==> config.mk <==
export PLATFORM = sky130hd
export DESIGN_NAME = overcurrent_hiccup_counter
export DESIGN_NICKNAME = d
export VERILOG_FILES = /design/src/core/ocp_hiccup_pkg.sv /design/src/core/ocp_hiccup_counter.sv
export SDC_FILE = /design/constraint.sdc
export NUM_CORES = 1
export LEC_CHECK = 0
export ABC_AREA = 0
export BUFFER_PORTS_ARGS = -buffer_cell sky130_fd_sc_hd__buf_2
export CAP_MARGIN = 20
export CORE_MARGIN = 8
export CORE_UTILIZATION = 50
export CTS_CLUSTER_SIZE = 12
export DETAILED_ROUTE_END_ITERATION = 12
export PLACE_DENSITY_LB_ADDON = 0.2
export RECOVER_POWER = 25
export SYNTH_ARGS = -nofsm -noshare
export SYNTH_HDL_FRONTEND = slang
export SYNTH_SLANG_ARGS = --single-unit
export TNS_END_PERCENT = 50
==> constraint.sdc <==
create_clock -name sys_clk_i -period 1.7 [get_ports sys_clk_i]
set_input_delay 0.51 -clock sys_clk_i [delete_from_list [all_inputs] [get_ports sys_clk_i]]
set_output_delay 0.51 -clock sys_clk_i [all_outputs]
set_load 0.01 [all_outputs]
==> src/core/ocp_hiccup_pkg.sv <==
package overcurrent_hiccup_pkg;
  // sustained overcurrent window before hiccup
  localparam int unsigned OC_WINDOW_US    = 1500;
  // hiccup shutdown time
  localparam int unsigned HICCUP_MS       = 40;
  localparam int unsigned CLK_MHZ         = 125;
  // times convert to cycles by exact multiplication with CLK_MHZ, no rounding or minimum
  localparam int unsigned OC_WINDOW_CYC   = OC_WINDOW_US * CLK_MHZ;
  localparam int unsigned HICCUP_CYC      = HICCUP_MS * 1000 * CLK_MHZ;
  localparam int unsigned CNT_W           = 24;
  localparam logic [1:0]  SYNC_AGREE      = 2'b11;
  localparam logic [1:0]  SYNC_IDLE       = 2'b00;

  typedef enum logic [1:0] {
    ST_RUN    = 2'b00,
    ST_HICCUP = 2'b01,
    ST_SOFT   = 2'b10
  } hic_state_t;
endpackage : overcurrent_hiccup_pkg

==> src/core/ocp_hiccup_counter.sv <==
`timescale 1ns/100ps
////////////////////////////////////////////////////////////////////////////////
// Summary of operation
// - An overcurrent flag ends the active gate pulse at once for the rest of that period.
// - Overcurrent counted in OC_WINDOW consecutive periods (OC_WINDOW_CYC periods by default) puts the block into hiccup.
// - Hiccup holds switching off about 40 ms and then requests a fresh soft start.
// - A clean period right after an overcurrent period still counts as overcurrent.
// - The duration counter clears after two consecutive clean periods, or at any boundary outside ST_RUN.
module overcurrent_hiccup_counter
  import overcurrent_hiccup_pkg::*;
#(
  parameter int unsigned OC_WINDOW = overcurrent_hiccup_pkg::OC_WINDOW_CYC,
  parameter int unsigned HICCUP_T  = overcurrent_hiccup_pkg::HICCUP_CYC
) (
  input  wire logic sys_clk_i,
  input  wire logic rstn_i,
  input  wire logic clk_en_i,
  input  wire logic oc_cmp_i,
  input  wire logic period_start_i,
  input  wire logic pwm_i,
  input  wire logic soft_done_i,
  output logic      gate_o,
  output logic      overcurrent_event_o,
  output logic      hiccup_o,
  output logic      soft_start_o
);
  import overcurrent_hiccup_pkg::*;

  ////////////////////////////////////////////////////////////////////////////////
  // comparator synchroniser: three stages, change taken when 2nd and 3rd agree
  logic [2:0]      sync_ff;
  logic            oc_ff;
  logic            term_ff;
  logic            seen_ff;
  logic            prev_ff;
  logic [CNT_W-1:0] dur_ff;
  logic [CNT_W-1:0] hic_ff;
  hic_state_t      st_ff;

  wire [1:0] agree_w    = sync_ff[2:1];
  wire       nxt_oc     = (agree_w == SYNC_AGREE) ? 1'b1 :
                          (agree_w == SYNC_IDLE)  ? 1'b0 : oc_ff;
  wire       period_oc  = seen_ff | oc_ff;
  // latched last result masks a single missed period
  wire       counted_oc = period_oc | prev_ff;
  wire       two_clean  = ~period_oc & ~prev_ff;
  wire       window_hit = (dur_ff == CNT_W'(OC_WINDOW - 1)) & counted_oc;
  wire       hic_done   = (hic_ff == CNT_W'(HICCUP_T - 1));
  wire       run_w      = (st_ff == ST_RUN);

  always_ff @(posedge sys_clk_i or negedge rstn_i) begin
    if (!rstn_i) begin
      sync_ff <= 3'h0;
      oc_ff   <= 1'b0;
    end else if (clk_en_i) begin
      sync_ff <= {sync_ff[1:0], oc_cmp_i};
      oc_ff   <= nxt_oc;
    end
  end

  ////////////////////////////////////////////////////////////////////////////////
  // cycle-by-cycle termination; stays off until next period boundary
  always_ff @(posedge sys_clk_i or negedge rstn_i) begin
    if (!rstn_i) begin
      term_ff <= 1'b0;
    end else if (clk_en_i) begin
      if (period_start_i) begin
        term_ff <= 1'b0;
      end else if (oc_ff) begin
        term_ff <= 1'b1;
      end
    end
  end

  // combinational cut avoids the one-cycle delay of term_ff
  assign gate_o = pwm_i & run_w & ~oc_ff & ~term_ff & ~period_start_i;

  assign overcurrent_event_o = oc_ff;

  ////////////////////////////////////////////////////////////////////////////////
  // per-period sticky flag and boundary counter
  always_ff @(posedge sys_clk_i or negedge rstn_i) begin
    if (!rstn_i) begin
      seen_ff <= 1'b0;
      prev_ff <= 1'b0;
      dur_ff  <= '0;
    end else if (clk_en_i) begin
      if (period_start_i) begin
        seen_ff <= 1'b0;
        prev_ff <= period_oc;
        if (!run_w || two_clean) begin
          dur_ff <= '0;
        end else if (counted_oc && !window_hit) begin
          dur_ff <= dur_ff + CNT_W'(1);
        end
      end else if (oc_ff) begin
        seen_ff <= 1'b1;
      end
    end
  end

  ////////////////////////////////////////////////////////////////////////////////
  // hiccup sequencer
  always_ff @(posedge sys_clk_i or negedge rstn_i) begin
    if (!rstn_i) begin
      st_ff  <= ST_RUN;
      hic_ff <= '0;
    end else if (clk_en_i) begin
      case (st_ff)
        ST_RUN: begin
          hic_ff <= '0;
          if (period_start_i && window_hit) begin
            st_ff <= ST_HICCUP;
          end
        end
        ST_HICCUP: begin
          hic_ff <= hic_ff + CNT_W'(1);
          if (hic_done) begin
            st_ff <= ST_SOFT;
          end
        end
        ST_SOFT: begin
          hic_ff <= '0;
          if (soft_done_i) begin
            st_ff <= ST_RUN;
          end
        end
        default: begin
          st_ff  <= ST_RUN;
          hic_ff <= '0;
        end
      endcase
    end
  end

  assign hiccup_o     = (st_ff == ST_HICCUP);
  assign soft_start_o = (st_ff == ST_SOFT);
endmodule : overcurrent_hiccup_counter

==> After elaboration in Yosys (flattened, before gate mapping) <==
Cells that the tools add are included.
{ "classes": {"n_bitwise": 13, "n_mux": 11, "shifts": 0, "n_lt_le_gt_ge": 0, "mul": 0, "add_sub_neg": 2, "reduce_logical": 15, "div_mod_pow": 0, "n_eq_ne": 8} }
{ "ops": {"columns": ["operator", "n"], "rows": [
  ["two-way mux 24 bit", 3],
  ["adder 24 x 1 -> 24 bit (second input constant)", 2],
  ["== test 24 x 18 -> 1 bit (second input constant)", 1],
  ["== test 24 x 23 -> 1 bit (second input constant)", 1],
  ["bitwise AND 1 bit", 6],
  ["two-way mux 2 bit", 3],
  ["one-hot mux 2 bit (3 select lines)", 1],
  ["AND reduction 2 bit", 3],
  ["nonzero test 2 bit", 3],
  ["inverter 1 bit", 5],
  ["== test 2 bit (second input constant)", 2],
  ["zero test 2 bit", 2],
  ["two-way mux 1 bit", 4],
  ["inequality test 2 x 1 -> 1 bit (second input constant)", 2],
  ["AND reduction 4 bit", 1],
  ["AND reduction 3 bit", 1],
  ["== test 2 x 1 -> 1 bit (second input constant)", 1],
  ["logical AND 1 bit", 2],
  ["zero test 1 bit", 2],
  ["inequality test 2 bit (second input constant)", 1],
  ["OR 1 bit", 2],
  ["logical OR 1 bit", 1]
]} }
{ "word_totals": {"regBits": 56, "memories": 0, "out_inout_bits": 4, "mem_bits_ro": 0, "mem_bits_rw": 0, "wordCells": 56, "in_bits": 7, "latchBits": 0} }

==> Longest topological paths before layout <==
Gate-level depths: netlist of run 1.
{ "logic_depth": {"ltp_word": 7, "mapped_depth": 7, "depth_no_buf": 6} }

==> Least setup slack after synthesis of run 1 <==
No wires, ideal clock.
{ "synth_path": {"path_kind": "input to register", "from": "input clk_en_i", "to": "register hic_ff[23]", "setup_ps": 133, "path_slack_ps": -39, "n_path_buf": 1, "path_stages": 6, "t_required_ps": 1567, "t_arrival_ps": 1606, "cell_sequence": "and4_1 -> or3b_1 -> buf_4 -> nor4_4 -> xnor2_1 -> nor2_1"} }
{ "synth_lines": {"columns": ["item", "line_no", "source"], "rows": [
  ["start: declaration", "ocp_hiccup_counter.sv:17", "input wire logic clk_en_i,"],
  ["end signal: assignment", "ocp_hiccup_counter.sv:117", "hic_ff <= hic_ff + CNT_W'(1);"],
  ["end: declaration", "ocp_hiccup_counter.sv:37", "logic [CNT_W-1:0] hic_ff;"]
]} }

==> Worst setup path in the final report of run 1 <==
{ "layout_path": {"from": "register dur_ff[3]", "to": "register st_ff[0]"} }
{ "layout_between": {"elab_chain_cells": 5} }
{ "layout_lines": {"columns": ["item", "line_no", "source"], "rows": [
  ["start: declaration", "ocp_hiccup_counter.sv:36", "logic [CNT_W-1:0] dur_ff;"],
  ["start signal: assignment", "ocp_hiccup_counter.sv:94", "dur_ff <= dur_ff + CNT_W'(1);"],
  ["== test 24 x 18 -> 1 bit", "ocp_hiccup_counter.sv:47", "wire window_hit = (dur_ff == CNT_W'(OC_WINDOW - 1)) & counted_oc;"],
  ["bitwise AND 1 bit", "ocp_hiccup_counter.sv:47", null],
  ["logical AND 1 bit", "ocp_hiccup_counter.sv:112", "if (period_start_i && window_hit) begin"],
  ["inequality test 2 x 1 -> 1 bit (no source line)", null, null],
  ["AND reduction 4 bit (no source line)", null, null],
  ["end signal: assignment", "ocp_hiccup_counter.sv:113", "st_ff <= ST_HICCUP;"],
  ["end signal: assignment", "ocp_hiccup_counter.sv:119", "st_ff <= ST_SOFT;"],
  ["end signal: assignment", "ocp_hiccup_counter.sv:125", "st_ff <= ST_RUN;"],
  ["end: declaration", "ocp_hiccup_counter.sv:38", "hic_state_t st_ff;"]
]} }
Every way passes these cells.
A chain may end at the register's enable or synchronous reset.

==> results of run 1 <==
[power by group through the flow]
stage | Combinational [uW] | Clock (uW) | Sequential [uW]
finish | 351 | 772 | 1500
detailed placement | 353 | 0 | 1510
global route | 391 | 842 | 1510
floorplan | 168 | 0 | 1510
global placement | 341 | 0 | 1510
CTS | 338 | 796 | 1490
[how the worst max path moves through the flow]
stage,startpoint,to,cells after the start
final,dur_ff[3],st_ff[0],6
after global routing,hic_ff[1],hic_ff[10],6
after CTS,dur_ff[3],dur_ff[16],7
after detailed placement,clk_en_i,hic_ff[13],5
after global placement,clk_en_i,hic_ff[13],5
after floorplan,clk_en_i,dur_ff[16],5
[registers in the layout (all words and copies together) (netlist names)]
| name | count |
|---|---|
| st_ff | 2 |
| prev_ff | 1 |
| overcurrent_event_o | 1 |
| dur_ff | 24 |
| seen_ff | 1 |
| hic_ff | 24 |
| sync_ff | 3 |
[area by class of cell]
cell class | count | area share [%]
Multi-Input combinational cell | 247 | 44.9
Tap cell | 75 | 2.40
Inverter | 9 | 0.897
Timing Repair Buffer | 72 | 13.4
Clock inverter | 1 | 0.192
Sequential cell | 56 | 35.9
Clock buffer | 7 | 2.21
[cell families after synthesis]
family / Yosys count
xor gates and xnor gates: 27
buffers and inverters: 22
and+or+nand+nor: 166
AOI/OAI and AO/OA: 46
adders and majority gates: 3
muxes: 5
DFF: 56
[repair_timing]
action | in CTS | in global routing
endpoints found under the hold margin | 0 | 0
endpoints found under the setup margin | 18 | 35
gates cloned | 0 | 0
pin swaps | 11 | 18
gates resized for setup | 22 | 33
setup buffers | 5 | 5
[through the flow]
step                power [uW]  instances  hold WS (ns)  TNS (ns)  setup slack, ns
finish                    2620        467         0.432    -0.325          -0.0686
global route              2740        467         0.430     -1.76           -0.128
CTS                       2630        462         0.191    -0.105          -0.0350
detailed placement        1860        450         0.480     -3.80           -0.246
global placement          1850        450         0.468     -3.12           -0.205
floorplan                 1680        325         0.214   -0.0195          -0.0154
[synth_stat cells, types with 2 or more instances]
master and count:
nand4_1 9, xnor2_1 14, nand3_1 25, a31oi_1 2, mux2_2 3, buf_2 3, inv_1 8, nand2b_1 5
clkbuf_1 8, nor3_2 3, and4b_1 2, or3_1 3, and4_1 3, and3_1 7, nor4_1 7, nand2_1 28
nor2_1 42, or4_1 3, xor2_1 13, nor4_4 3, o31ai_1 5, o21ai_0 27, ha_1 3, dfrtp_1 56
nor3_1 8, a21oi_1 6, nor2b_1 5, mux2i_1 2, nor4b_1 3
[per-layer routing]
| metal | global-route usage, % | routed length [microns] | part of all wire (%) |
|---|---|---|---|
| met1 | 19.7 | 3230 | 45 |
| met2 | 28.4 | 3660 | 51 |
| met3 | 2.24 | 185 | 2.6 |
| met4 | 7.66 | 142 | 2.0 |
| met5 | 0 | 0 | 0 |
==> qor.txt, run 1 <==
Die Wd: 93.8 microns
PortBufs: 10
P_leak: 0.00176 uW
fmax: 565 MHz
post-DP HPWL: 4870 microns
Power per Cell Area: 670 nW/um^2
placed cell areas: 3520 sq um
CP arrival: 2.02 ns
worst min path class: primary input to flop
most common cell after layout, fill and taps aside: buf_4
Buf/Inv on CP: 1
footprint of the multi-input gates: 1760 sq um
period utilization: 104%
worst reg2reg startpoint: dur_ff[3]
reg-to-reg slack, setup: -0.07 ns
worst setup path category: flop to flop
Synth Area in Compound Gates: 8.85%
peak supply drop: 0.541 mV
DR WL/cell: 15.5 microns
CTS tree: built
grt ovf: 0
Critical Path RT: 1.95 ns
setup slack after layout: -0.0686 ns
Synth Area in Adders: 1.24%
min Tclk post-route: 1.77 ns
Max Slew Vio Count: 0
Synth Area in Simple Gates: 31.0%
CTS clk-pin slew, worst paths: 0.11 ns
Max-Cap Viols: 0
Area Overhead vs Synth: 29.1%
sequential fraction of the synthesis area: 46.3%
Via density: 5.53
clk_lat worst skew: 0.32 ns
Flop pwr share: 57.1%
CTS max path bufs: 2
Final Cell Area: 3910 sq um
DRC: 0
R2R depth: 6
mux share of post-synthesis cell area: 1.78%
Final Wtd Congestion: 0.850
DRT antenna net count: 0
Mapped Nets: 335
EDFF count, synth: 0
pin count of the biggest net entering global routing: 57
most frequent cells in the layout: buf_4, dfrtp_1, nor2_1
CP max FO: 4
Worst Min Path Start: oc_cmp_i
largest family of logic cells by synthesized area: simple AND/OR/NAND/NOR gates
Top FF cell, synth: dfrtp_1
reg2reg end: st_ff[0]
clock sink total: 56
Yosys reg bits: 56
initial core utilization: 51.4%
Hold EP: sync_ff[0]
clock skew: 0.0169 ns
crit-path max cell delay: 0.58 ns
crit path launch type: flop
ANT cells: 0
GRT Resource Usage Total: 16.4%
Post-Syn Area: 3030 sq um
Final Hold Violating Endpoints: 0
vias in the first global route: 2620
Crit-path slowest cell: or4_4
Synth Area in XOR/XNOR: 7.82%
Net Sw Power: 690 uW
Synth Warn #: 0
nets: 401
Row Count: 28
Internal: 1930 uW
area leader, netlist: dfrtp_1
DR pass1 iterations: 5
WHS Path Cells: 2
Mapped Cells: 325
combinational share of power: 13.4%
RSZ-0062 raised after global routing: yes
Util after Layout: 66.4%
Core Footprint: 5890 sq um
clock power share: 29.5%
synth unique cells: 48
Post-synth ARST share: 100%
cts hold-fix bufs: 0
H-tree lvl count: 2
Initial DRC Count: 98
status: complete, but fails checks
CTS root buffer: clkbuf_8
family with the most delay on the worst path: simple AND/OR/NAND/NOR gates
first-pass GRT wire length: 11700 microns
storage element area: 1400 sq um
Fillers: 482
Die Span Y: 93.8 microns
vias post-DR: 2581
violated checks: setup timing
critical-path cell list: buf_6, nor4bb_4, nand4_1, or4_4, nor2_2, a221o_1
syn avg cell area: 9.31 sq um
Synth top area share: 46.3%
switch share: 26.4%
IO Count: 11
# setup viols final: 8
final WL: 7220 microns
synth top area cells: dfrtp_1, nor2_1, o21ai_0
cts bufs inserted: 5
antenna violations before repair: 0
layout cells sized above 1: 33.7%
full die area: 8800 sq um
worst-margin pin slew: 1.23 ns
Rel. slew slack: 18.1%
Crit. End Element: flop
Note: power is estimated with default switching activity, not from simulation.
==> inputs of run 2 (changes only) <==
--- a/config.mk
+++ b/config.mk
@@ -5,7 +5,7 @@
 export SDC_FILE = /design/constraint.sdc
 export NUM_CORES = 1
 export LEC_CHECK = 0
-export ABC_AREA = 0
+export ABC_AREA = 1
 export BUFFER_PORTS_ARGS = -buffer_cell sky130_fd_sc_hd__buf_2
 export CAP_MARGIN = 20
 export CORE_MARGIN = 8
==> run 2 against run 1 <==
  * The run still ends with setup timing left
  * Synthesized cell count rose by 58%
  * Largest power group unchanged
  * Critical endpoint is now gate_o
  * First-iteration DRC count grew 94%
  * Non-clock buffer count fell by 30
  * Die area grew 14%
  * Register-to-register slack better by 0.03 ns
==> qor.txt, run 2 <==
worst reg2reg startpoint: dur_ff[0]
CTS max path bufs: 2 (unchanged)
Crit. End Element: output pin
met1 Usage GRT: 23.0% (+3.4 points)
Setup TNS: -0.315 ns (+0.0102 ns)
Max-Cap Viols: 0 (unchanged)
Synth top cells by count: nand2_1, nor2_1, dfrtp_1
EDFF count, synth: 0 (unchanged)
layout cells sized above 1: 18.0% (-16 points)
Yosys reg bits: 56 (unchanged)
GR Util met2: 26.8% (-1.6 points)
# setup viols final: 18 (+10)
initial core utilization: 52.0% (+0.61 points)
crit path launch type: flop
Top FF cell, synth: dfrtp_1
first-pass GRT wire length: 13800 microns (+18%)
most frequent cells in the layout: nand2_1, nor2_1, dfrtp_1
Critical Path RT: 1.19 ns (-0.76 ns)
switch share: 30.2% (+3.9 points)
combinational share of power: 18.9% (+5.5 points)
grt ovf: 0 (unchanged)
DRT antenna net count: 0 (unchanged)
worst-margin pin slew: 0.719 ns (-0.509 ns)
CTS tree: built
Row Count: 30 (+7.1%)
RSZ-0062 raised after global routing: yes
clock skew: 0.0126 ns (-0.00431 ns)
placed cell areas: 3860 sq um (+9.5%)
most common cell in the netlist: nand2_1
CTS clk-pin slew, worst paths: 0.11 ns (about the same)
full die area: 10100 sq um (+14%)
syn avg cell area: 6.91 sq um (-26%)
peak supply drop: 0.435 mV (-20%)
Area Overhead vs Synth: 15.5%
worst min path class: primary input to asynchronous set/reset pin
post-DP HPWL: 6180 microns (+27%)
period utilization: 102% (-2.0 points)
Mapped Nets: 524 (+56%)
CTS root buffer: clkbuf_8
Rel. slew slack: 52.0% (+34 points)
Synth Warn #: 0 (unchanged)
setup slack after layout: -0.0339 ns (+0.0346 ns)
DR pass1 iterations: 5 (unchanged)
largest registers: dur_ff x24, hic_ff x24, sync_ff x3
synth top area cells: dfrtp_1, nand2_1, nor2_1
Post-synth ARST share: 100% (unchanged)
Initial DRC Count: 190 (+94%)
status: complete, but fails checks
nets: 564 (+41%)
vias in the first global route: 3028 (+16%)
fmax: 577 MHz (+2.0%)
clock power share: 28.8% (-0.7 points)
CP max FO: 3 (-1)
clk_lat worst skew: 0.31 ns (about the same)
CP arrival: 1.22 ns (-0.80 ns)
ANT cells: 0 (unchanged)
Die Span Y: 100 microns (+6.9%)
cts hold-fix bufs: 0 (unchanged)
Synth top area share: 39.4% (-6.9 points)
Core Footprint: 6830 sq um (+16%)
DRC: 0 (unchanged)
most common cell after layout, fill and taps aside: nand2_1
PortBufs: 10 (unchanged)
Flop pwr share: 52.3% (-4.8 points)
DR WL/cell: 12.7 microns (-18%)
cts bufs inserted: 5 (unchanged)
CP startpoint: st_ff[1]
clock sink total: 56 (unchanged)
min Tclk post-route: 1.73 ns (-0.0346 ns)
Tot Pwr: 2690 uW (+2.8%)
H-tree lvl count: 2 (unchanged)
Placement Setup Slack: 0.0443 ns (+0.291 ns)
gr busiest metal: met2
Internal: 1880 uW (-2.6%)
IO Count: 11 (unchanged)
antenna violations before repair: 0 (unchanged)
Final Wtd Congestion: 0.923 (+8.6%)
worst setup path category: flop to output pin
GR Layer Usage met3: 2.63% (+0.39 points)
Via density: 5.12 (-7.4%)
sequential fraction of the synthesis area: 39.4% (-6.9 points)
Final Hold Violating Endpoints: 0 (unchanged)
Final Cell Area: 4100 sq um (+5.1%)
Net Sw Power: 814 uW (+18%)
Power per Cell Area: 656 nW/um^2 (-2.1%)
Hold WS: 0.211 ns (-0.221 ns)
vias post-DR: 3330 (+29%)
area leader, netlist: dfrtp_1
Post-Syn Area: 3550 sq um (+17%)
violated checks: setup timing
Die Wd: 100 microns (+6.9%)
GRT Resource Usage Total: 16.7% (+0.25 points)
Mapped Cells: 514 (+58%)
pin count of the biggest net entering global routing: 44 (-23%)
final WL: 8270 microns (+15%)
synth unique cells: 35 (-27%)
Max Slew Vio Count: 0 (unchanged)
P_leak: 0.00182 uW (+3.3%)
==> run 2: changes by cell type in the layout (fill, tap and decap cells not counted), sizes merged, moves of 6 or more <==
cell   before  now
nand2      28  165
nor2       42  103
inv         8   55
buf        72   39
nor4       11    0
nand3      26   34
xnor2      14    6
a21oi       6   13
and3        7    1
==> run 2: power by group through the flow <==
stage / Combinational, uW / Clock (uW) / Sequential (uW)
global route: 560 / 842 / 1410
finish: 510 / 775 / 1410
detailed placement: 426 / 0 / 1420
global placement: 423 / 0 / 1420
CTS: 438 / 796 / 1390
floorplan: 243 / 0 / 1430
==> run 2: cells by family (layout without fill, tap and decap cells) <==
| group | after synthesis | after routing | synth area share [%] |
|---|---|---|---|
| xor+xnor | 15 | 15 | 3.70 |
| simple gates | 329 | 329 | 39.6 |
| buf+inv | 65 | 106 | 7.92 |
| flops | 56 | 56 | 39.4 |
| compound gates | 45 | 45 | 7.96 |
| mux | 1 | 1 | 0.317 |
| fa+ha+maj | 3 | 3 | 1.06 |
==> run 2: what timing repair did <==
| action | 4_1_cts | 5_1_grt |
|---|---|---|
| cloned | 0 | 1 |
| buffers inserted | 3 | 6 |
| endpoints found under the setup margin | 2 | 30 |
| gates resized for setup | 2 | 16 |
| pin swaps | 0 | 15 |
==> run 2: worst max-delay path: stages, from the launching register on <==
cell and delay [ns]:
dfrtp_1 0.43, inv_2 0.10, nand2_4 0.06, nor3_2 0.16
buf_2 0.16
==> run 2: worst paths after layout <==
kind,slack (ns),cells after the start,endpoint
max,-0.03,4,gate_o
min,0.21,1,hic_ff[13]
max reg2reg,-0.03,9,dur_ff[20]
min reg2reg,0.49,2,sync_ff[2]
max in group asynchronous,0.37,2,dur_ff[16]
min in group sys_clk_i,0.40,3,sync_ff[0]
==> run 2: cell type report <==
class                      count  area [sq um]
clock inverter                 3          25.0
clock buffer                   5          68.8
inverter                      56           211
multi-input combinational    393          1930
tap                           96           120
sequential                    56          1400
fill                         670          2730
timing repair buffer          42           344
==> run 2: routing by layer <==
layer	routed length [microns]	vias up
li1	-	1698
met1	3940	1517
met2	3840	108
met3	433	7
met4	60	0
met5	0	-
==> run 2: through the flow <==
stage	utilization (%)	std cells
final	60.1	651
after global routing	60.1	651
after CTS	58.3	644
after detailed placement	56.4	633
after global placement	56.4	633
after floorplan	-	514
==> inputs of run 3 (changes only) <==
--- a/config.mk
+++ b/config.mk
@@ -14,6 +14,8 @@
 export DETAILED_ROUTE_END_ITERATION = 12
 export PLACE_DENSITY_LB_ADDON = 0.2
 export RECOVER_POWER = 25
+export REMOVE_ABC_BUFFERS = 1
+export SETUP_SLACK_MARGIN = 0.1
 export SYNTH_ARGS = -nofsm -noshare
 export SYNTH_HDL_FRONTEND = slang
 export SYNTH_SLANG_ARGS = --single-unit
==> run 3 against run 2 <==
  * The flow still finishes with violations (setup timing)
  * Sequential power barely moved
  * Non-clock buffer count rose by 10
  * Critical path depth did not move
  * Count of clock-buffer cells in the layout did not move
  * Largest cell class unchanged
==> qor.txt, run 3 (synthesis results as in run 2) <==
Via density: 5.06 (-1.1%)
post-DP HPWL: 6120 microns (-1.1%)
Initial DRC Count: 185 (-2.6%)
vias post-DR: 3338 (+0.24%)
nets: 574 (+1.8%)
worst-margin pin slew: 0.858 ns (+0.138 ns)
Crit-path slowest cell: dfrtp_1
Final Hold Violating Endpoints: 0 (unchanged)
DRT antenna net count: 0 (unchanged)
RSZ-0062 raised after global routing: yes
DRC: 0 (unchanged)
Core Footprint: 6830 sq um (unchanged)
Critical Path RT: 1.19 ns (about the same)
most common cell after layout, fill and taps aside: nand2_1
worst setup path category: flop to output pin
PortBufs: 10 (unchanged)
Final Wtd Congestion: 0.914 (-1.0%)
# setup viols final: 1 (-17)
critical-path cell list: inv_2, nand2_4, nor3_4, buf_2
Area Overhead vs Synth: 22.3%
crit-path max cell delay: 0.45 ns (+0.02 ns)
setup slack after layout: -0.0449 ns (-0.0110 ns)
CTS max path bufs: 2 (unchanged)
Die Wd: 100 microns (unchanged)
clock power share: 27.3% (-1.5 points)
Rel. slew slack: 42.8% (-9.2 points)
clk_lat worst skew: 0.31 ns (about the same)
Max-Cap Viols: 0 (unchanged)
Final Cell Area: 4350 sq um (+5.9%)
pin count of the biggest net entering global routing: 32 (-27%)
final WL: 8570 microns (+3.7%)
largest registers: dur_ff x24, hic_ff x24, sync_ff x3
CP arrival: 1.23 ns (about the same)
CTS tree: built
switch share: 29.9% (-0.33 points)
Flop pwr share: 53.1% (+0.8 points)
Fillers: 592 (-12%)
ANT cells: 0 (unchanged)
violated checks: setup timing
CTS root buffer: clkbuf_8
Internal: 1850 uW (-1.4%)
most frequent cells in the layout: nand2_1, nor2_1, dfrtp_1
Row Count: 30 (unchanged)
Power per Cell Area: 608 nW/um^2 (-7.3%)
DR WL/cell: 13.0 microns (+2.3%)
min Tclk post-route: 1.74 ns (+0.0110 ns)
worst min path class: primary input to asynchronous set/reset pin
H-tree lvl count: 2 (unchanged)
placed cell areas: 3880 sq um (+0.52%)
Buf/Inv on CP: 2 (unchanged)
cts hold-fix bufs: 0 (unchanged)
initial core utilization: 52.0% (unchanged)
crit path launch type: flop
full die area: 10100 sq um (unchanged)
family with the most delay on the worst path: flip-flops
GRT Resource Usage Total: 17.4% (+0.71 points)
fmax: 573 MHz (-0.63%)
status: complete, but fails checks
antenna violations before repair: 0 (unchanged)
DR pass1 iterations: 4 (-1)
clock sink total: 56 (unchanged)
first-pass GRT wire length: 14500 microns (+4.6%)
period utilization: 103% (+0.65 points)
CTS clk-pin slew, worst paths: 0.10 ns (about the same)
Crit. End Element: output pin
IO Count: 11 (unchanged)
layout cells sized above 1: 23.9% (+5.9 points)
grt ovf: 0 (unchanged)
combinational share of power: 19.6% (+0.7 points)
clock skew: 0.00865 ns (-0.00396 ns)
Net Sw Power: 791 uW (-2.9%)
peak supply drop: 0.358 mV (-18%)
P_leak: 0.00191 uW (+4.9%)
Max Slew Vio Count: 0 (unchanged)
CP max FO: 3 (unchanged)
Hold WS: 0.275 ns (+0.0639 ns)
vias in the first global route: 3258 (+7.6%)
cts bufs inserted: 5 (unchanged)
Die Span Y: 100 microns (unchanged)
run 3: path summary, 6_finish.rpt:
| path | startpoint | endpoint | slack, ns | cells past startpoint |
|---|---|---|---|---|
| min in group sys_clk_i | oc_cmp_i | sync_ff[0] | 0.41 | 3 |
| max | st_ff[1] | gate_o | -0.04 | 4 |
| min | rstn_i | dur_ff[10] | 0.27 | 1 |
| max reg2reg | dur_ff[0] | dur_ff[2] | 0.04 | 11 |
| min reg2reg | sync_ff[2] | sync_ff[2] | 0.49 | 2 |
| max in group asynchronous | rstn_i | hic_ff[15] | 0.40 | 2 |
run 3: area by class of cell:
cell class	instances	area, sq um	area share, %
Clock buffer	5	68.8	1.58
Clock inverter	2	12.5	0.288
Inverter	56	211	4.86
Multi-Input combinational cell	393	2070	47.7
Sequential cell	56	1410	32.3
Tap cell	96	120	2.76
Timing Repair Buffer	52	457	10.5
run 3: layer usage:
layer	vias to the layer above	share of wire, %	track usage (%)
li1	1723	-	-
met1	1538	45	21.8
met2	62	50	29.9
met3	15	3.0	2.15
met4	0	1.9	6.05
met5	-	0	0
run 3: what timing repair did:
item | CTS | global route
gates resized for setup | 14 | 50
endpoints found under the setup margin | 28 | 36
pin swaps | 10 | 17
setup buffers | 11 | 6
gates cloned | 1 | 1
run 3: stage by stage:
step                      utilization (%)  cells  power [uW]  TNS (ns)  setup slack (ns)
after global routing                 63.6    660        2770    -0.204           -0.0826
final                                63.6    660        2640   -0.0449           -0.0449
after CTS                            60.4    653        2630         0           0.00188
after global placement               56.7    634        1840         0            0.0653
after detailed placement             56.7    634        1850  -0.00267          -0.00267
after floorplan                         -    505        1640     -7.07            -0.367
run 3: power groups by stage:
stage          logic (uW)  registers [uW]  clock network, uW
2_1_floorplan         210            1430                  0
3_3_place_gp          422            1420                  0
3_5_place_dp          432            1420                  0
4_1_cts               489            1400                739
5_1_grt               578            1410                783
6_report              519            1400                722
